===== src/adc_spi_pkg.sv =====
// Shared constants, types and check-code helpers for the serial command interface.
package adc_spi_pkg;

    // ==================================================================
    // Register addresses
    // ==================================================================
    localparam logic [3:0] ADDR_REV       = 4'h0;
    localparam logic [3:0] ADDR_STATUS    = 4'h2;
    localparam logic [3:0] ADDR_CTRL      = 4'h3;
    localparam logic [3:0] ADDR_CFG2      = 4'h5;
    localparam logic [3:0] ADDR_CFG4      = 4'h7;
    localparam logic [3:0] ADDR_MAP_LAST  = 4'hE;
    localparam logic [3:0] ADDR_CHK       = 4'hF;
    localparam logic [3:0] ADDR_LAST      = 4'hF;
    localparam int         REG_COUNT      = 16;

    // ==================================================================
    // Field positions and reset values
    // ==================================================================
    localparam int STAT_NEW_BIT      = 0;
    localparam int STAT_LINK_ERR_BIT = 4;
    localparam int STAT_MAP_ERR_BIT  = 5;
    localparam int CFG2_PIN_SEL_BIT  = 0;
    localparam int CFG4_LINK_CRC_BIT = 0;
    localparam int CFG4_HDR_BIT      = 1;
    localparam int CFG4_RES16_BIT    = 2;
    localparam int CFG4_MAP_CRC_BIT  = 3;

    localparam logic [7:0] REG_RESET = 8'h00;
    // Revision code value is arbitrary.
    localparam logic [7:0] REV_CODE  = 8'h5A;

    // ==================================================================
    // Command encoding and frame sizes
    // ==================================================================
    localparam logic [3:0] OP_READ        = 4'h4;
    localparam logic [3:0] OP_WRITE       = 4'h8;
    localparam logic [5:0] MIN_BITS       = 6'h10;
    localparam logic [5:0] MIN_BITS_CHK   = 6'h18;
    localparam logic [5:0] MSB_END_PLAIN  = 6'h08;
    localparam logic [5:0] MSB_END_HDR    = 6'h10;
    localparam logic [5:0] FALL_CNT_MAX   = 6'h3F;

    // ==================================================================
    // Check code: remainder by 100000111 with the leading byte inverted
    // ==================================================================
    localparam logic [7:0] CRC_INIT = 8'hFF;
    localparam logic [7:0] CRC_POLY = 8'h07;

    typedef struct packed {
        logic [3:0] op;
        logic [3:0] addr;
        logic [7:0] data;
    } cmd_t;

    typedef enum logic [1:0] {
        PH_IDLE  = 2'b00,
        PH_PRE   = 2'b01,
        PH_SHIFT = 2'b11,
        PH_TAIL  = 2'b10
    } phase_t;

    // One byte through the divider, most significant bit first.
    function automatic logic [7:0] crc8_step(input logic [7:0] crc, input logic [7:0] b);
        logic [7:0] c;
        c = crc ^ b;
        for (int i = 0; i < 8; i++) begin
            c = c[7] ? ({c[6:0], 1'b0} ^ CRC_POLY) : {c[6:0], 1'b0};
        end
        return c;
    endfunction : crc8_step

    // The first n bytes of a left-aligned word.
    function automatic logic [7:0] crc8_bytes(input logic [31:0] d, input logic [2:0] n);
        logic [7:0] c;
        c = CRC_INIT;
        for (int i = 0; i < 4; i++) begin
            if (i < int'(n)) begin
                c = crc8_step(c, d[31-8*i -: 8]);
            end
        end
        return c;
    endfunction : crc8_bytes

endpackage : adc_spi_pkg


===== src/conv_buffer.sv =====
// Two-entry result buffer with valid and ready on both sides.
`timescale 1ns/1ps
module conv_buffer #(
    parameter int WIDTH = 24,
    parameter int DEPTH = 2
) (
    // System.
    input  wire logic             clk,
    input  wire logic             rst_n,
    // Filling side.
    input  wire logic [WIDTH-1:0] in_data,
    input  wire logic             in_valid,
    output logic                  in_ready,
    // Draining side.
    output logic [WIDTH-1:0]      out_data,
    output logic                  out_valid,
    input  wire logic             out_ready
);

    localparam int AW = (DEPTH > 1) ? $clog2(DEPTH) : 1;
    localparam logic [AW:0] FULL_CNT = (AW + 1)'(DEPTH);

    logic [WIDTH-1:0] mem_r [0:DEPTH-1];
    logic [AW-1:0]    wr_ptr_r;
    logic [AW-1:0]    rd_ptr_r;
    logic [AW:0]      cnt_r;
    logic [AW:0]      cnt_nxt;
    logic             nfull_r;
    wire              push = in_valid & nfull_r;
    wire              pop  = out_valid & out_ready;

    // Occupancy; ready is registered so the filling side sees a clean level.
    assign cnt_nxt   = cnt_r + (AW + 1)'(push) - (AW + 1)'(pop);
    assign in_ready  = nfull_r;
    assign out_valid = (cnt_r != '0);
    assign out_data  = mem_r[rd_ptr_r];

    // Storage and pointers.
    always_ff @(posedge clk) begin
        if (!rst_n) begin
            wr_ptr_r <= '0;
            rd_ptr_r <= '0;
            cnt_r    <= '0;
            nfull_r  <= 1'b1;
        end else begin
            if (push) begin
                mem_r[wr_ptr_r] <= in_data;
                wr_ptr_r        <= (wr_ptr_r == AW'(DEPTH - 1)) ? '0 : wr_ptr_r + AW'(1);
            end
            if (pop) begin
                rd_ptr_r <= (rd_ptr_r == AW'(DEPTH - 1)) ? '0 : rd_ptr_r + AW'(1);
            end
            cnt_r   <= cnt_nxt;
            nfull_r <= (cnt_nxt != FULL_CNT);
        end
    end

endmodule : conv_buffer


===== src/adc_spi_command_interface.sv =====
// Serial command, register and conversion read-out logic of the converter.
`timescale 1ns/1ps

// Overview of operation
// - Map code covers 00h-0Eh minus 02h, 03h.
// - Enabled check compares stored code, flags mismatch.
// - Mismatch flag clears by writing one only.
// - Map check gated by fourth configuration enable bit.
// - Codes use polynomial 107h, leading byte inverted.
// - Decode last 16 or 24 bits at frame end.
// - Clock idles low, drive rising, sample falling.
// - New read accepted while previous data shifts out.
// - Check mode: last byte check, two before command.
// - No-operation is two zero bytes plus D7h.
// - Read command is 40h plus address.
// - Write command is 80h plus address, data.
// - Read data returns in the following frame.
// - Unmapped reads give 00h, data MSB first.
// - Writes to unmapped addresses are discarded.
// - Register byte followed by zero pad bytes.
// - Leading pad bytes excluded from input check.
// - Output check covers all preceding output bytes.
// - Input check fail: flag, skip, block writes.
// - Buffered result shifts out without command, repeatable.
// - Pending read replaces conversion data this frame.
// - Ready returns high at MSB byte eighth fall, unless one-shot without a start.
// - Stopped read: ready high, new bit cleared; the code leaves both ready and the new bit at their levels.
// - Before first clock: hold or follow ready.
module adc_spi_command_interface (
    // System.
    input  wire logic        clk,
    input  wire logic        rst_n,
    // Serial link pins.
    input  wire logic        cs_n,
    input  wire logic        sclk,
    input  wire logic        sdi,
    output logic             serial_out_ready_pin,
    output logic             serial_out_ready_pin_oe,
    output logic             conversion_ready_n,
    // Conversion results and control mode.
    input  wire logic [23:0] conv_data,
    input  wire logic        conv_valid,
    output logic             conv_ready,
    input  wire logic        conv_start,
    input  wire logic        one_shot_mode,
    // Settings toward the conversion control logic.
    output logic [7:0]       conversion_control
);

    // ==================================================================
    // Pin synchronisers and edge detection
    // ==================================================================
    logic cs_m_r, cs_s_r, cs_d_r;
    logic sclk_m_r, sclk_s_r, sclk_d_r;
    logic sdi_m_r, sdi_s_r;

    // Two flops per pin; a third copy of chip select and clock finds edges.
    always_ff @(posedge clk) begin
        if (!rst_n) begin
            {cs_m_r, cs_s_r, cs_d_r}       <= 3'h7;
            {sclk_m_r, sclk_s_r, sclk_d_r} <= 3'h0;
            {sdi_m_r, sdi_s_r}             <= 2'h0;
        end else begin
            {cs_m_r, cs_s_r, cs_d_r}       <= {cs_n, cs_m_r, cs_s_r};
            {sclk_m_r, sclk_s_r, sclk_d_r} <= {sclk, sclk_m_r, sclk_s_r};
            {sdi_m_r, sdi_s_r}             <= {sdi, sdi_m_r};
        end
    end

    // Clock edges count only inside a frame; clock idles low so rise comes first.
    wire cs_fall    = cs_d_r & ~cs_s_r;
    wire cs_rise    = ~cs_d_r & cs_s_r;
    wire sclk_rise  = ~cs_s_r & ~sclk_d_r & sclk_s_r;
    wire sclk_fall  = ~cs_s_r & sclk_d_r & ~sclk_s_r;

    // ==================================================================
    // Register file and status flags
    // ==================================================================
    logic [7:0] regs_r [0:adc_spi_pkg::REG_COUNT-1];
    logic       data_new_r;
    logic       link_err_r;
    logic       map_err_r;
    logic [7:0] status_byte;
    logic [7:0] map_crc;

    wire [7:0] cfg2 = regs_r[adc_spi_pkg::ADDR_CFG2];
    wire [7:0] cfg4 = regs_r[adc_spi_pkg::ADDR_CFG4];
    wire       pin_sel  = cfg2[adc_spi_pkg::CFG2_PIN_SEL_BIT];
    wire       crc_en   = cfg4[adc_spi_pkg::CFG4_LINK_CRC_BIT];
    wire       hdr_en   = cfg4[adc_spi_pkg::CFG4_HDR_BIT];
    wire       res16    = cfg4[adc_spi_pkg::CFG4_RES16_BIT];
    wire       map_chk  = cfg4[adc_spi_pkg::CFG4_MAP_CRC_BIT];

    // Status byte doubles as the optional frame header.
    always_comb begin
        status_byte = 8'h00;
        status_byte[adc_spi_pkg::STAT_NEW_BIT]      = data_new_r;
        status_byte[adc_spi_pkg::STAT_LINK_ERR_BIT] = link_err_r;
        status_byte[adc_spi_pkg::STAT_MAP_ERR_BIT]  = map_err_r;
    end

    // Running map code; the status and control bytes change by themselves
    // and would raise false alarms, so they are left out.
    always_comb begin
        map_crc = adc_spi_pkg::CRC_INIT;
        for (int i = 0; i <= int'(adc_spi_pkg::ADDR_MAP_LAST); i++) begin
            if (i != int'(adc_spi_pkg::ADDR_STATUS) && i != int'(adc_spi_pkg::ADDR_CTRL)) begin
                map_crc = adc_spi_pkg::crc8_step(map_crc, regs_r[i]);
            end
        end
    end

    // The enable bit sits in a checked register, so it is covered too.
    wire map_err_set = map_chk & (map_crc != regs_r[adc_spi_pkg::ADDR_CHK]);

    // ==================================================================
    // Command decode at the end of a frame
    // ==================================================================
    logic [23:0] rx_r;
    logic [5:0]  fall_cnt_r;
    adc_spi_pkg::cmd_t cmd;
    logic [7:0]  chk_in;
    logic [7:0]  chk_calc;

    // Only the tail of the frame counts; leading pad bytes never reach
    // the check because they fall out of the window.
    assign cmd      = crc_en ? rx_r[23:8] : rx_r[15:0];
    assign chk_in   = rx_r[7:0];
    assign chk_calc = adc_spi_pkg::crc8_step(
                          adc_spi_pkg::crc8_step(adc_spi_pkg::CRC_INIT, cmd[15:8]),
                          cmd[7:0]);

    wire enough    = fall_cnt_r >= (crc_en ? adc_spi_pkg::MIN_BITS_CHK
                                           : adc_spi_pkg::MIN_BITS);
    wire chk_bad   = crc_en & (chk_calc != chk_in);
    wire end_ok    = cs_rise & enough;
    // All-zero commands, checked as D7h, fall through with no action.
    wire link_set  = end_ok & chk_bad;
    wire cmd_ok    = end_ok & ~chk_bad;
    wire do_read   = cmd_ok & (cmd.op == adc_spi_pkg::OP_READ);
    wire wr_cmd    = cmd_ok & (cmd.op == adc_spi_pkg::OP_WRITE);
    wire wr_map    = cmd.addr <= adc_spi_pkg::ADDR_LAST;
    wire wr_status = cmd.addr == adc_spi_pkg::ADDR_STATUS;
    wire wr_allow  = wr_cmd & wr_map & (~link_err_r | wr_status);
    wire st_wr     = wr_allow & wr_status;
    wire reg_wr    = wr_allow & ~wr_status & (cmd.addr != adc_spi_pkg::ADDR_REV);
    wire link_clr  = st_wr & cmd.data[adc_spi_pkg::STAT_LINK_ERR_BIT];
    wire map_clr   = st_wr & cmd.data[adc_spi_pkg::STAT_MAP_ERR_BIT];

    // Plain registers; revision code is fixed, status is held apart.
    always_ff @(posedge clk) begin
        if (!rst_n) begin
            for (int i = 0; i < adc_spi_pkg::REG_COUNT; i++) begin
                regs_r[i] <= adc_spi_pkg::REG_RESET;
            end
            regs_r[adc_spi_pkg::ADDR_REV] <= adc_spi_pkg::REV_CODE;
        end else if (reg_wr) begin
            regs_r[cmd.addr] <= cmd.data;
        end
    end

    // Error flags: a new event wins over a clear in the same cycle.
    always_ff @(posedge clk) begin
        if (!rst_n) begin
            link_err_r <= 1'b0;
            map_err_r  <= 1'b0;
        end else begin
            link_err_r <= link_set | (link_err_r & ~link_clr);
            map_err_r  <= map_err_set | (map_err_r & ~map_clr);
        end
    end

    // A read issued now is answered in the next frame only.
    logic       read_pend_r;
    logic [3:0] read_addr_r;
    always_ff @(posedge clk) begin
        if (!rst_n) begin
            read_pend_r <= 1'b0;
            read_addr_r <= 4'h0;
        end else if (cs_rise) begin
            read_pend_r <= do_read;
            read_addr_r <= do_read ? cmd.addr : read_addr_r;
        end
    end

    // ==================================================================
    // Conversion result buffer
    // ==================================================================
    logic [23:0] buf_data;
    logic        buf_valid;
    logic [23:0] conv_word_r;
    adc_spi_pkg::phase_t phase_r;
    wire frame_idle = (phase_r == adc_spi_pkg::PH_IDLE) & cs_s_r & ~cs_fall;
    // Results are taken only between frames so a word never changes mid-shift;
    // the buffer absorbs the stall.
    wire pop = buf_valid & frame_idle;

    conv_buffer #(
        .WIDTH (24),
        .DEPTH (2)
    ) u_buf (
        .clk       (clk),
        .rst_n     (rst_n),
        .in_data   (conv_data),
        .in_valid  (conv_valid),
        .in_ready  (conv_ready),
        .out_data  (buf_data),
        .out_valid (buf_valid),
        .out_ready (pop)
    );

    // The same result stays readable until a newer one arrives.
    always_ff @(posedge clk) begin
        if (!rst_n) begin
            conv_word_r <= 24'h000000;
        end else if (pop) begin
            conv_word_r <= buf_data;
        end
    end

    // ==================================================================
    // Output frame assembly
    // ==================================================================
    logic [7:0]  rd_byte;
    logic [23:0] payload;
    logic [31:0] pre;
    logic [2:0]  nbytes;
    logic [7:0]  crc_out;
    logic [39:0] tx_word;
    logic [5:0]  tx_len;

    assign rd_byte = (read_addr_r == adc_spi_pkg::ADDR_STATUS) ? status_byte :
                     (read_addr_r <= adc_spi_pkg::ADDR_LAST)   ? regs_r[read_addr_r] :
                     8'h00;
    // Register byte first, then zero pads up to the data field's width.
    assign payload = read_pend_r ? {rd_byte, 16'h0000} :
                     res16       ? {conv_word_r[23:8], 8'h00} :
                     conv_word_r;
    assign pre     = hdr_en ? {status_byte, payload} : {payload, 8'h00};
    assign nbytes  = (res16 ? 3'h2 : 3'h3) + (hdr_en ? 3'h1 : 3'h0);
    assign crc_out = adc_spi_pkg::crc8_bytes(pre, nbytes);

    // Check byte lands right after the data, as in a conversion frame.
    always_comb begin
        tx_word = {pre, 8'h00};
        tx_len  = {nbytes, 3'b000};
        if (crc_en) begin
            tx_len = {nbytes + 3'h1, 3'b000};
            case (nbytes)
                3'h2:    tx_word[23:16] = crc_out;
                3'h3:    tx_word[15:8]  = crc_out;
                default: tx_word[7:0]   = crc_out;
            endcase
        end
    end

    // ==================================================================
    // Frame sequencing and shifting
    // ==================================================================
    logic [39:0] tx_r;
    logic [5:0]  len_r;
    logic        frame_conv_r;
    wire [5:0]   fall_inc = (fall_cnt_r == adc_spi_pkg::FALL_CNT_MAX) ? fall_cnt_r
                                                                       : fall_cnt_r + 6'h01;
    wire [5:0]   msb_end  = hdr_en ? adc_spi_pkg::MSB_END_HDR : adc_spi_pkg::MSB_END_PLAIN;
    wire         msb_done = sclk_fall & frame_conv_r & (fall_inc == msb_end);

    // Frame phase: before first clock, shifting, and after the data.
    always_ff @(posedge clk) begin
        if (!rst_n) begin
            phase_r <= adc_spi_pkg::PH_IDLE;
        end else if (cs_s_r) begin
            phase_r <= adc_spi_pkg::PH_IDLE;
        end else begin
            case (phase_r)
                adc_spi_pkg::PH_IDLE:  phase_r <= adc_spi_pkg::PH_PRE;
                adc_spi_pkg::PH_PRE:   if (sclk_rise) phase_r <= adc_spi_pkg::PH_SHIFT;
                adc_spi_pkg::PH_SHIFT: if (sclk_fall && fall_inc == len_r) begin
                    phase_r <= adc_spi_pkg::PH_TAIL;
                end
                default:               phase_r <= phase_r;
            endcase
        end
    end

    // Output word is frozen at frame start; input shifts on falling edges.
    always_ff @(posedge clk) begin
        if (!rst_n) begin
            tx_r         <= 40'h0000000000;
            len_r        <= 6'h00;
            frame_conv_r <= 1'b0;
            rx_r         <= 24'h000000;
            fall_cnt_r   <= 6'h00;
        end else if (cs_fall) begin
            tx_r         <= tx_word;
            len_r        <= tx_len;
            frame_conv_r <= ~read_pend_r;
            fall_cnt_r   <= 6'h00;
        end else begin
            if (sclk_rise) begin
                tx_r <= {tx_r[38:0], 1'b0};
            end
            if (sclk_fall) begin
                rx_r       <= {rx_r[22:0], sdi_s_r};
                fall_cnt_r <= fall_inc;
            end
        end
    end

    // ==================================================================
    // Data-ready and pin drivers
    // ==================================================================
    // Reading the top data byte counts as a read attempt in any mode.
    always_ff @(posedge clk) begin
        if (!rst_n) begin
            conversion_ready_n <= 1'b1;
            data_new_r         <= 1'b0;
        end else if (pop) begin
            conversion_ready_n <= 1'b0;
            data_new_r         <= 1'b1;
        end else if (msb_done) begin
            // A start that meets the top byte's last fall must still raise ready.
            conversion_ready_n <= (one_shot_mode & ~conv_start) ? conversion_ready_n
                                                                 : 1'b1;
            data_new_r         <= 1'b0;
        end else if (conv_start) begin
            conversion_ready_n <= 1'b1;
        end
    end

    // Pin shows data while shifting; before that it holds or mirrors ready, after it shifts out zeros or mirrors ready.
    wire mirror = pin_sel & ((phase_r == adc_spi_pkg::PH_PRE) |
                             (phase_r == adc_spi_pkg::PH_TAIL));
    always_ff @(posedge clk) begin
        if (!rst_n) begin
            serial_out_ready_pin    <= 1'b0;
            serial_out_ready_pin_oe <= 1'b0;
        end else begin
            serial_out_ready_pin_oe <= ~cs_s_r;
            if (sclk_rise && !(pin_sel && phase_r == adc_spi_pkg::PH_TAIL)) begin
                serial_out_ready_pin <= tx_r[39];
            end else if (mirror) begin
                serial_out_ready_pin <= conversion_ready_n;
            end
        end
    end

    assign conversion_control = regs_r[adc_spi_pkg::ADDR_CTRL];

endmodule : adc_spi_command_interface


===== config.mk =====
export PLATFORM = sky130hd
export DESIGN_NAME = adc_spi_command_interface
export DESIGN_NICKNAME = d
export VERILOG_FILES = /design/src/adc_spi_pkg.sv /design/src/conv_buffer.sv /design/src/adc_spi_command_interface.sv
export SDC_FILE = /design/constraint.sdc
export NUM_CORES = 1
export LEC_CHECK = 0
export ABC_CLOCK_PERIOD_IN_PS = 7400
export BUFFER_PORTS_ARGS = -buffer_cell sky130_fd_sc_hd__clkbuf_2
export CAP_MARGIN = 20
export CORE_MARGIN = 1
export CORE_UTILIZATION = 32
export DETAILED_ROUTE_END_ITERATION = 12
export GPL_ROUTABILITY_DRIVEN = 0
export SYNTH_ARGS = -nofsm -noshare
export SYNTH_HDL_FRONTEND = slang
export SYNTH_SLANG_ARGS = --single-unit

===== constraint.sdc =====
create_clock -name clk -period 7.4 [get_ports clk]
set_clock_uncertainty 0.15 [all_clocks]
set_input_delay 0.74 -clock clk [delete_from_list [all_inputs] [get_ports clk]]
set_output_delay 0.74 -clock clk [all_outputs]
set_load 0.005 [all_outputs]

; ---- Word level (Yosys, flattened, before mapping)
; Memory sizes are Yosys's and may differ from the RTL's. A register that Yosys moved wholly into a read port is not among the register bits.
; Cells that the tools add are included.
[op_classes]
n_bitwise = 220
n_addsub = 7
n_lt_le_gt_ge = 7
muxes = 200
n_reduce_logical = 21
eq_ne = 18
[op_table]
columns = op, n
row1 = 3-bit two-way mux, 152
row2 = 3-bit inverter, 152
row3 = 8-bit bitwise XOR, 16
row4 = 8-bit two-way mux, 12
row5 = 40-bit two-way mux, 2
row6 = 24-bit two-way mux, 2
row7 = 32-bit two-way mux, 1
row8 = 1-bit AND, 31
row9 = 8-bit inverter, 3
row10 = 1-bit two-way mux, 20
row11 = 16-bit two-way mux, 1
row12 = 4-bit two-way mux, 4
row13 = 8-bit != test, 2
row14 = 1-bit inverter, 13
row15 = 6-bit two-way mux, 2
row16 = "4-bit by 2-bit == test with 1-bit output, second input constant", 2
row17 = "4-bit <= comparator, second input constant", 2
row18 = 2-bit nonzero test, 4
row19 = 8-bit OR reduction, 1
row20 = "6-bit by 1-bit adder with 6-bit output, second input constant", 1
row21 = "3-bit by 2-bit == test with 1-bit output, second input constant", 2
row22 = 6-bit by 5-bit == test with 1-bit output, 1
row23 = 6-bit == test, 1
row24 = "6-bit == test, second input constant", 1
row25 = 26 further kinds, 45
[totals]
in_bits = 32
mem_count = 2
out_inout_bits = 12
mem_bits_rw = 176
register_bits = 103
wordCells = 501
[mem_list]
columns = name, depth, width, read_ports, rd_clocked_by_memory_dff, write_ports, line
row1 = regs_r, 16, 8, 16, 1, 16, adc_spi_command_interface.sv:79  ; logic [7:0] regs_r [0:adc_spi_pkg::REG_COUNT-1];
row2 = u_buf.mem_r, 2, 24, 1, 1, 1, conv_buffer.sv:23  ; logic [WIDTH-1:0] mem_r [0:DEPTH-1];

; ---- Longest topological paths before layout
; Gate-level depths: netlist of the first run.
; An unclocked memory read counts as a cell.
[logic_depth]
ltp_word = 225
mapped_depth = 20
depth_no_buf = 16

; ---- Cells and area by module
; A second synthesis of the first run with hierarchy kept.
[unflattened]
cells_unflattened = 1711
area_unflattened_um2 = 19012.0
[by_module_without_submodules]
columns = module, instances, cells_each, area_per_inst_um2, seq_area_each_um2
row1 = adc_spi_command_interface, 1, 1605, 16876.2, 6306.0
row2 = conv_buffer, 1, 106, 2135.8, 1561.5

; ---- Worst setup path before layout of the first run
; Ideal clock, no wire load.
[synth_path]
path_type = reg2reg
from = mem regs_r[0][3]
to = reg map_err_r
path_buffers = 0
stages_incl_launch_ff = 17
setup_ns = 0.128
t_required_ns = 7.122
arrival_time_ns = 5.847
synth_period_minus_slack_ns = 6.125
setup_slack_ns = 1.275
cell_sequence = edfxtp_1 -> xnor2_1 -> xor2_1 -> xnor3_1 -> xnor3_1 -> xnor3_4 -> xnor3_2 -> xor3_2 -> xor3_2 -> xnor3_2 -> xor3_2 -> xnor2_1 -> xnor3_2 -> xnor3_1 -> or3_1 -> a211oi_1 -> a31oi_1
[synth_lines]
columns = item, line
row1 = start: declaration, adc_spi_command_interface.sv:79
row2 = end signal: assignment, adc_spi_command_interface.sv:169  ; map_err_r <= map_err_set | (map_err_r & ~map_clr);
row3 = end: declaration, adc_spi_command_interface.sv:82  ; logic map_err_r;

==> results of run 1 <==
## kinds of logic (layout without fill, tap and decap cells)
group | Yosys count | after routing | share of synthesized area
simple gates | 487 | 487 | 0.112
xor+xnor | 408 | 408 | 0.272
flops | 304 | 304 | 0.422
compound gates | 230 | 230 | 0.0794
buf+inv | 113 | 158 | 0.0235
mux | 101 | 101 | 0.0770
fa+ha+maj | 21 | 21 | 0.0141
other cells | 2 | 16 | 0.000403
## synth_stat cells (all sizes together) (3+ instances only)
master	instances
a211o	3
a211oi	50
a21oi	77
a221oi	5
a22o	3
a22oi	9
a311oi	14
a31oi	9
and2	20
and3	28
buf	11
clkbuf	77
dfxtp	128
edfxtp	176
ha	21
inv	24
mux2	4
mux2i	64
mux4	33
nand2	180
nand2b	10
nand3	15
nor2	199
nor2b	8
nor3	11
nor3b	4
nor4b	3
o211a	4
o21ai	35
o22ai	6
or2	3
xnor2	216
xnor3	77
xor2	102
xor3	13
## layout make-up
class	count	share of cell area
repair buffers	71	0.0217
clock buffers	47	0.0477
clock inverters	15	0.0113
flip-flops and latches	304	0.374
inverters	25	0.00453
multi-input cells	1263	0.495
well taps	765	0.0456
## through the flow
| stage | utilization | cells |
|---|---|---|
| finish | 0.365 | 2490 |
| global route | 0.365 | 2490 |
| CTS | 0.364 | 2489 |
| detailed placement | 0.343 | 2427 |
| global placement | 0.342 | 2426 |
| floorplan | - | 1680 |
## metal layers
layer | GRT usage | up-vias | part of all wire
met5 | 0 | - | 0
met3 | 0.0333 | 60 | 0.071
met1 | 0.222 | 5949 | 0.46
met4 | 0.0414 | 0 | 0.021
met2 | 0.243 | 386 | 0.45
li1 | - | 5896 | -
## worst min path at each step
stage	endpoint	cells past startpoint	slack [ns]	from
after floorplan	cs_s_r	1	0.24	cs_m_r
after global placement	cs_s_r	1	0.25	cs_m_r
after detailed placement	cs_s_r	1	0.25	cs_m_r
after CTS	u_buf.mem_r[1][2]	1	0.21	conv_data[2]
after global routing	u_buf.mem_r[1][2]	1	0.21	conv_data[2]
final	u_buf.mem_r[1][2]	1	0.23	conv_data[2]
## flip-flops by register name, summed over array words and instances, names as in the netlist, 2 cells and up, named ones only
name and flops:
rx_r 24, conv_word_r 24, len_r 3, regs_r 128, u_buf.cnt_r 2, fall_cnt_r 6
read_addr_r 4, tx_r 40, u_buf.mem_r 48, phase_r 2
## cell usage in the layout (no fill, tap or decap), types with 7 or more instances in the layout
cell type / Yosys / routed
a311oi_1: 14 / 14
nor2b_1: 8 / 7
clkbuf_16: 0 / 36
mux4_2: 32 / 32
dfxtp_1: 128 / 127
xor2_1: 98 / 98
nor2_1: 199 / 199
nand2b_1: 10 / 10
mux2i_1: 64 / 64
and3_1: 28 / 28
and2_1: 19 / 19
xnor3_1: 56 / 56
nand2_1: 180 / 180
clkbuf_2: 0 / 43
nor3_1: 11 / 11
ha_1: 21 / 21
conb_1: 2 / 16
xnor2_2: 12 / 12
edfxtp_1: 176 / 176
nand3_1: 15 / 15
a211oi_1: 50 / 50
inv_1: 23 / 23
buf_4: 0 / 25
a22oi_1: 9 / 9
a21oi_1: 77 / 77
a31oi_1: 9 / 9
xnor2_1: 201 / 201
o21ai_0: 35 / 35
xnor3_2: 17 / 17
## critical path: stages, from the launching register on
cell and delay, ns:
edfxtp_1 0.46, xnor2_1 0.47, xnor3_1 0.52, xnor2_1 0.20, xnor2_2 0.43, xnor3_4 0.52
xnor3_2 0.45, xor3_2 0.34, xor3_2 0.42, xnor3_2 0.44, xor3_2 0.43, xnor2_1 0.20
xnor3_2 0.40, xnor3_1 0.38, or3_1 0.40, a211oi_1 0.24, a31oi_1 0.12
==> impl.org, run 1 <==
** Timing
- Final hold analysis gives a worst-case slack of 0.230 ns.
- Adding up every negative setup slack in the final design gives 0 ns.
- Final Max Slew Viols :: 0
- Setup-violating endpoint count in the final report :: 0
- Setup repair after global routing left no endpoint under its margin.
- Fin crit share :: 0.907
- The worst pin sits at a relative slew slack of 0.340.
- For the pin with the worst max-slew slack, the measured transition is 0.990 ns.
- Tmin final :: 6.71 ns
- Final hold viol count :: 0
- Setup slack on the critical path of the routed design comes to 0.687 ns.
- Max Fclk :: 149 MHz

** Floorplanning
- Effective utilization at floorplan :: 0.323
- The die covers 0.0591 mm2.
- Number of placement rows :: 88
- Number of top-level pins :: 44
- The core region is 0.0576 mm2.
- The die is 243 um wide.
- From bottom edge to top edge, the die measures 243 um.

** Clocking
- No sink is reached through more buffers than the 3 on the longest clock path.
- The tree is rooted in a clkbuf_16.
- At the later pin of the worst-skew pair, clock insertion delay measures 0.55 ns.
- Number of H-tree levels :: 2
- Once the clock tree was built, the setup fixing pass inserted 0 buffers.
- Post-CTS resize count :: 0
- The number of clock buffers added by TritonCTS is 35.
- The clock drives 304 sinks.
- Hold repair after CTS inserted 0 buffers.
- Clock input transition at the sequential cells of the worst setup and hold paths :: 0.06 ns
- CTS tree :: yes

** Synth
- After synthesis, the share of flip-flops with an asynchronous set or reset is 0.
- Mean cell area of the mapped netlist :: 11.2 um2
- The largest total area in the synthesized netlist belongs to edfxtp_1.
- Of the post-synthesis cell area, the dominant cell type holds 0.284.
- Number of instances in the synthesized netlist :: 1,666
- Prevailing post-synth register cell :: edfxtp_1
- Mapped cell area :: 0.0186 mm2
- Yosys mapped a number of flops with a built-in enable equal to 176.
- Cell variety after synth :: 68
- Count of warnings emitted by yosys :: 0
- Register bit total from synthesis :: 304
- Dominant cells by area after synthesis :: edfxtp_1 28%, dfxtp_1 14%, xnor2_1 9.5%
- Register area share after synthesis :: 0.422

** Worst setup path
- The worst register-to-register path has a depth of 16.
- The endpoint identified for the worst register-to-register timing path is map_err_r.
- Along the worst path, the maximum fanout reaches 4.
- STA classifies the critical path endpoint as a register.
- Worst setup slack for register-to-register paths :: 0.69 ns
- In this run the worst setup path begins at regs_r[0][4].
- The critical path in this run is classified as reg2reg.
- Startpoint Class :: register
- Beginning of the worst register-to-register path :: regs_r[0][4]
- The most critical setup path has its endpoint at map_err_r.
- STA puts the critical path data required time at 7.65 ns.
- Arrival time at the worst endpoint :: 6.97 ns

** Placement
- Detailed placement finished with a half-perimeter wire length of 35,300 um.
- Placement-stage worst setup slack :: 0.716 ns
- Number of I/O port buffers :: 43
- Placed cell areas :: 0.0197 mm2

** Global routing
- Entering global routing, the biggest net connects 83 pins.
- The first global-routing pass estimated 72,100 um of wire.
- Residual overflow from global routing :: 0
- Via count of the first global-routing pass :: 12,152
- All-layer global routing usage :: 0.157
- Initial antenna violation count :: 0

** Finish
- Synthesis-to-finish area growth :: 12.8%
- Summing all multi-input logic gate instances after layout gives 0.0104 mm2.
- The filler cells instantiated in the layout total 5,582.
- Ratio of cells with drive above 1 in the final layout :: 0.128
- Diode insertion count for antenna repair :: 0
- Number of nets in the layout :: 1,753
- Across the whole layout, storage elements account for 0.00785 mm2.
- After routing the design area is 0.0210 mm2.

** Drt
- The first detailed-routing pass ran for 9 iterations.
- Count of nets left with antenna violations after detail routing :: 0
- Mean number of vias per cell :: 4.94
- Wirelength, routed :: 47,000 um
- Total DRC errors in the routed layout :: 2
- The routed layout has 12,291 vias.
- First DRT Iteration DRCs :: 891
- After detailed routing, the average wire length per cell comes to 18.9 um.

** Status
- The checks that failed: design-rule violations.
- Result of the run :: finished, violations left

** Run
- Max-Cap Viols :: 0

** Min path
- Class of the tightest hold or removal check :: in2reg
Power of run 1 is not shown: default switching activity piles up to over one toggle a cycle in this logic, so the estimate is an artifact.
==> inputs of run 2 (changes only) <==
- BUFFER_PORTS_ARGS: -buffer_cell sky130_fd_sc_hd__clkbuf_2 -> -buffer_cell sky130_fd_sc_hd__buf_2
==> run 2 against run 1 <==
Net effect: routed wire length fell by 0.30%; setup slack better by 0.057 ns; utilization shrank 0.15 points; clock-buffer cell count up 5; critical path type unchanged; sequential share of layout area increased by 0.16 points; first-iteration DRC count grew 3.6%; design area shrank 0.42%; global-route usage rose by 0.096 points; the flow still finishes with violations (design-rule violations); die area unchanged; flip-flop and latch count stayed put; final cell count barely moved; critical path depth unchanged.
==> impl.org, run 2 (synthesis gave the netlist of run 1 again) <==
** Status
- The checks that failed: design-rule violations.
- The flow ran to the end, but the final reports show violations.

** Worst setup path
- The most critical setup path has its endpoint at map_err_r.
- Cell with the largest stage delay on the worst path :: xnor3_4
- The startpoint identified for the worst register-to-register timing path is regs_r[0][4].
- Along the worst path, the maximum fanout reaches 4.
- Crit path kind :: reg2reg
- In this design, the stage delay of the slowest critical-path cell is 0.52 ns.
- For the worst flop-to-flop path, the logic depth is 16.
- Worst path required time :: 7.64 ns
- Counting both buffers and inverters, the worst setup path holds a total of 0.
- Reg-to-reg endpoint :: map_err_r
- For the worst setup path, the data arrival time is 6.89 ns.
- Worst setup path start :: regs_r[0][4]
- The worst setup path is captured at a register.
- The critical path goes through xnor2_1, xnor3_1, xnor2_1, xnor2_2, xnor3_4, xnor3_2, xor3_2, xor3_2, xnor3_2, xor3_2, xnor2_1, xnor3_2, xnor3_1, or3_1, a211oi_1, a31oi_1.
- Top cell family by delay on the critical path :: XOR/XNOR gates
- Counting buffers and inverters, the worst setup path is 16 cells deep.
- STA classifies the critical path startpoint as a register.
- Worst setup slack for register-to-register paths :: 0.74 ns

** Drt
- Summed over all layers, the routed wires come to 46,900 um.
- Mean number of vias per cell :: 5.00
- The pre-antenna-repair detailed-routing pass consisted of 9 iterations.
- First DRT Iteration DRCs :: 923
- For this run, design rule violations remaining after detail routing come to 2.
- Once detail routing completed, the nets flagged for antenna violations numbered 0.
- Via Count :: 12,446
- Final routed wire length divided by cell count :: 18.8 um

** Finish
- Leaving out fill and tap cells, the most frequent cell in the layout is xnor2_1.
- The number of antenna diodes in the final layout is 0.
- Number of nets in the layout :: 1,752
- Leaving out fill and tap cells, the most frequent cells in the layout are 201 x xnor2_1, 199 x nor2_1, 180 x nand2_1.
- The register with the most flip-flops in the layout has 128 of them.
- Cell Count, Final, Fillers Out :: 2,491
- Register cell area after layout :: 0.00785 mm2
- Largest registers :: regs_r: 128 flops, u_buf.mem_r: 48 flops, tx_r: 40 flops
- Footprint of the multi-input gates :: 0.0104 mm2
- Counting flops per register, the top entry is regs_r.
- Fill cells in the final layout number 5,636.
- The area growth from synthesis to layout is 12.3%.
- Once layout is complete, the utilization of the core stands at 0.363.
- Ratio of cells with drive above 1 in the final layout :: 0.126

** Timing
- Timing would allow up to 150 MHz.
- For the pin with the worst max-slew slack, the measured transition is 1.02 ns.
- The routed design could run at a clock period as short as 6.66 ns.
- Setup repair after global routing missed its margin :: false
- In the final timing run, aggregate negative setup slack is 0 ns.
- Dividing the final minimum period by the clock period gives 0.899.
- The final hold violation count was 0.
- Final Max Slew Viols :: 0
- Setup violations remaining at the end of the flow were counted as 0.
- The worst pin sits at a relative slew slack of 0.320.

** Min path
- In this run the worst hold path is classified as in2reg.

** Global routing
- First-pass GRT wire length :: 72,600 um
- In the global route stage, overall resource usage came out at 0.158.
- The number of antenna violations at the first check in global routing was 1.
- Largest net degree at the start of global routing :: 68
- Residual overflow from global routing :: 0
- Via count of the first global-routing pass :: 12,134

** Clocking
- Counting along the longest clock path gives a buffer depth of 3.
- Number of hold buffers added after cts :: 0
- Clock buffer count from CTS :: 35
- After clock tree synthesis, the setup repair step added 0 buffers.
- Post-CTS resize count :: 0
- Clock input transition at the sequential cells of the worst setup and hold paths :: 0.07 ns
- TritonCTS built the clock tree.
- CTS saw 304 sinks.
- CTS Root Cell :: clkbuf_16
- Insertion delay of the later-clocked pin in the worst-skew pair :: 0.54 ns
- CTS built an H-tree with a depth of 2.

** Floorplanning
- Row generation in the floorplan step produced 88 rows.
- Height of the die :: 243 um
- Overall die width :: 243 um
- During I/O placement, the number of pins put on the boundary was 44.
- Area of the die :: 0.0591 mm2
- In this run the standard cell core region covers 0.0576 mm2.
- Effective utilization at floorplan :: 0.323

** Run
- Max-Cap Viols :: 0

** Placement
- HPWL after detailed placement :: 35,000 um
- The number of placed instances, taps included, is 2,424.
- In this run the tool buffered the top-level ports with 43 buffer cells.
[run 2: final cells by class]
| class | instances | share of cell area |
|---|---|---|
| Clock buffer | 52 | 0.0484 |
| Clock inverter | 12 | 0.00622 |
| Inverter | 25 | 0.00455 |
| Multi-Input combinational cell | 1263 | 0.497 |
| Sequential cell | 304 | 0.375 |
| Tap cell | 765 | 0.0458 |
| Timing Repair Buffer | 70 | 0.0223 |
[run 2: metrics by stage]
| step | hold WS (ns) | instance area (um2) | setup slack (ns) |
|---|---|---|---|
| floorplan | 0.236 | 18700 | 1.28 |
| global placement | 0.251 | 19700 | 0.874 |
| detailed placement | 0.249 | 19700 | 0.787 |
| CTS | 0.198 | 20900 | 0.760 |
| global route | 0.213 | 20900 | 0.488 |
| finish | 0.223 | 20900 | 0.744 |
[run 2: metal layers]
layer,track usage,wire length [um],vias to the layer above
li1,-,-,5908
met5,0,10,-
met2,0.243,21200,376
met4,0.0492,1060,2
met3,0.0271,3030,66
met1,0.226,21600,6094
[run 2: worst min path at each step]
stage	endpoint	slack (ns)	cells after the start	from
global route	cs_m_r	0.21	2	cs_n
finish	cs_m_r	0.22	2	cs_n
detailed placement	cs_s_r	0.25	1	cs_m_r
CTS	cs_m_r	0.20	2	cs_n
floorplan	cs_s_r	0.24	1	cs_m_r
global placement	cs_s_r	0.25	1	cs_m_r
Power of run 2 is left out for the same reason.
==> inputs of run 3 (changes only) <==
- PLACE_DENSITY_LB_ADDON: default -> 0.25
- SLEW_MARGIN: default -> 10
- SYNTH_HIERARCHICAL: default -> 1
==> run 3 against run 2 <==
Net effect: the flow now finishes without violations; utilization is 0.34 points higher; worst hold slack improved by 0.0032 ns; synthesized area is 2.1% higher; routed wire length up 10%; setup slack improved by 0.38 ns; flip-flop and latch count is 1 higher; final cell count is 2.1% higher; global-route usage grew 1.4 points.
==> impl.org, run 3 <==
** Synth
- The complex-gate fraction of the synthesized area is 0.0761.
- Mean cell area of the mapped netlist :: 11.1 um2
- Synth Area in Simple Gates :: 0.125
- Of the post-synthesis cell area, the dominant cell type holds 0.278.
- Prevailing post-synth register cell :: edfxtp_1
- Sorting the synthesized cells by how often they occur yields 230 x nand2_1, 180 x xnor2_1, 178 x nor2_1.
- The mapped netlist covers 0.0190 mm2.
- Biggest area consumer among synthesized cells :: edfxtp_1
- Of the post-synthesis cell area, the part taken by muxes is 0.0809.
- The synthesized design contains 176 enable-type register cells.
- Among all cell types in the netlist, the one instantiated most often is nand2_1.
- Of the total synthesized cell area, the portion taken by XOR and XNOR cells is 0.266.
- Of all flip-flops after synthesis, the portion carrying an async set or reset was 0.
- In the post-synthesis netlist, the biggest area contributors are edfxtp_1 28%, dfxtp_1 14%, xnor3_1 9.1%.
- Of the synthesized area, sequential elements account for 0.414.
- Cell variety after synth :: 65
- Count of warnings emitted by yosys :: 6
- Of the total synthesized cell area, the portion taken by full adders, half adders and majority gates is 0.0138.
- The synthesized design contains 305 register bits.
- After synthesis, the largest family of logic cells by area is XOR/XNOR gates.
- Number of instances in the synthesized netlist :: 1,711

** Drt
- Detailed Routing Iterations Pass 1 :: 6
- Via Count :: 12,817
- Mean number of vias per cell :: 5.04
- Wirelength, routed :: 51,600 um
- Total DRC errors in the routed layout :: 0
- Count of nets left with antenna violations after detail routing :: 0
- First DRT Iteration DRCs :: 983
- Final routed wire length divided by cell count :: 20.3 um

** Finish
- The largest registers in the layout are regs_r: 128 flops, u_buf/mem_r: 48 flops, tx_r: 40 flops.
- Number of nets in the layout :: 1,804
- The register with the most flip-flops in the layout has 128 of them.
- In the final layout, the share of cells above drive strength 1 is 0.135.
- Diode insertion count for antenna repair :: 0
- regs_r holds more flip-flops than any other register.
- Leading cell types in the layout, fill and taps excluded :: 230 x nand2_1, 180 x xnor2_1, 176 x nor2_1, 176 x edfxtp_1, 128 x dfxtp_1
- The library cell used most frequently in the layout, excluding fill and tap cells, is nand2_1.
- From synthesis to final layout, the design area changed by 12.3%.
- The layout has 5,713 filler cells.
- Layout Cell Area excl Fill :: 0.0213 mm2

** Min path
- Class of the tightest hold or removal check :: in2reg
- The worst hold path terminates at cs_m_r.
- Number of cells on the worst hold path :: 2
- Min-delay src :: cs_n

** Clocking
- CTS Root Cell :: clkbuf_16
- Once the clock tree was built, the resizer swapped 0 gates to a different size.
- Insertion delay of the later-clocked pin in the worst-skew pair :: 0.55 ns
- Hold repair after CTS inserted 0 buffers.
- Maximum clock insertion buffer count :: 3
- Clock input transition at the sequential cells of the worst setup and hold paths :: 0.07 ns
- TritonCTS built the clock tree.
- Clock buffer count from CTS :: 36
- Number of H-tree levels :: 2
- Total number of clock tree sinks :: 305
- Buffers added to address setup during post-CTS repair amount to 0.

** Placement
- The placed instances occupy a cell area of 0.0201 mm2.
- Summed over all nets, the half-perimeter wirelength after detailed placement is 38,800 um.
- Input and output buffers added on the ports amount to 43.

** Timing
- At the pin with the least slew margin, the transition time is 1.09 ns.
- Setup repair after global routing missed its margin :: false
- Hold is met by 0.226 ns.
- Timing would allow up to 159 MHz.
- Setup violations remaining at the end of the flow were counted as 0.
- The clock period could shrink to 6.27 ns.
- The number of pins exceeding their max-slew limit in the final report is 0.
- Fin crit share :: 0.847
- Setup tns final :: 0 ns
- Relative slew slack :: 0.275
- Final hold viol count :: 0

** Worst setup path
- Of all nets on the critical path, the largest fanout is 4.
- Reg-to-reg endpoint :: map_err_r
- Startpoint Class :: register
- Worst path required time :: 7.66 ns
- Data on the critical path arrives at its endpoint at 6.53 ns.
- In this run the critical register-to-register path is launched from regs_r[0][7].
- Worst reg2reg path depth :: 16
- Crit path kind :: reg2reg
- The worst setup path is captured at a register.
- The worst register-to-register path has a setup slack of 1.13 ns.

** Floorplanning
- Height of the die :: 246 um
- The die covers 0.0604 mm2.
- Number of top-level pins :: 44
- Overall die width :: 246 um
- The initial utilization of the core area, before any placement, comes to 0.326.
- Number of placement rows :: 88
- The region available for standard cell placement spans 0.0582 mm2.

** Global routing
- Entering global routing, the biggest net connects 92 pins.
- Residual overflow from global routing :: 0
- All-layer global routing usage :: 0.173
- Initial antenna violation count :: 1
- Via count of the first global-routing pass :: 12,587
- First-pass GRT wire length :: 78,900 um

** Status
- Result of the run :: complete, no violations

** Run
- Max-cap violations in this run came to 0.
==> run 3: cell types whose count changed after synthesis, moves of 27 or more <==
cell and delta:
a211oi_1 -28, mux2i_1 -27, a21oi_1 +27, nand2_1 +50
==> run 3: kinds of logic after synthesis <==
logic type | after synthesis
AND/OR/NAND/NOR | 544
XOR/XNOR | 392
flip-flops | 305
AO/OA/AOI/OAI | 232
buffers and inverters | 115
multiplexers | 100
adder cells (fa/ha/maj) | 21
other | 2
==> run 3: critical path, cell delays in order (launching register included) <==
cell and delay [ns]:
edfxtp_1 0.45, xnor3_2 0.46, xor3_1 0.44, xnor2_1 0.53, xnor3_1 0.37, xnor2_2 0.23
xor2_1 0.42, xnor3_1 0.52, xnor2_2 0.25, xnor3_1 0.46, xnor3_1 0.41, xnor2_2 0.30
xnor3_1 0.40, xnor2_1 0.14, or2_1 0.26, o221ai_1 0.20, a41oi_2 0.13
==> run 3: layout make-up <==
type | instances | area, um2 | share of cell area
well taps | 765 | 957 | 0.0448
inverters | 25 | 93.8 | 0.00440
multi-input cells | 1305 | 10700 | 0.503
repair buffers | 78 | 489 | 0.0229
clock inverters | 18 | 208 | 0.00973
flip-flops and latches | 305 | 7870 | 0.369
clock buffers | 48 | 991 | 0.0464
==> run 3: how the worst max path moves through the flow <==
| stage | from | cells after the start | slack, ns | to |
|---|---|---|---|---|
| 2_1_floorplan | regs_r[7][0] | 21 | 1.12 | regs_r[12][0] |
| 3_3_place_gp | register | 16 | 1.16 | tx_r[11] |
| 3_5_place_dp | register | 16 | 1.10 | tx_r[11] |
| 4_1_cts | register | 16 | 1.07 | tx_r[11] |
| 5_1_grt | register | 17 | 0.79 | tx_r[9] |
| 6_report | regs_r[0][7] | 16 | 1.13 | map_err_r |
==> run 3: metrics by stage <==
step           setup slack (ns)   util  instances
2_1_floorplan              1.12      -       1725
3_3_place_gp               1.16  0.345       2476
3_5_place_dp               1.10  0.345       2476
4_1_cts                    1.07  0.366       2542
5_1_grt                   0.792  0.366       2544
6_report                   1.13  0.366       2544
==> run 3: layer usage <==
layer	share of wire	vias up	track usage
met3	0.052	54	0.0263
met2	0.45	332	0.270
met4	0.019	0	0.0431
met1	0.48	6347	0.248
met5	0	-	0
li1	-	6084	-
Power of run 3 is left out for the same reason.
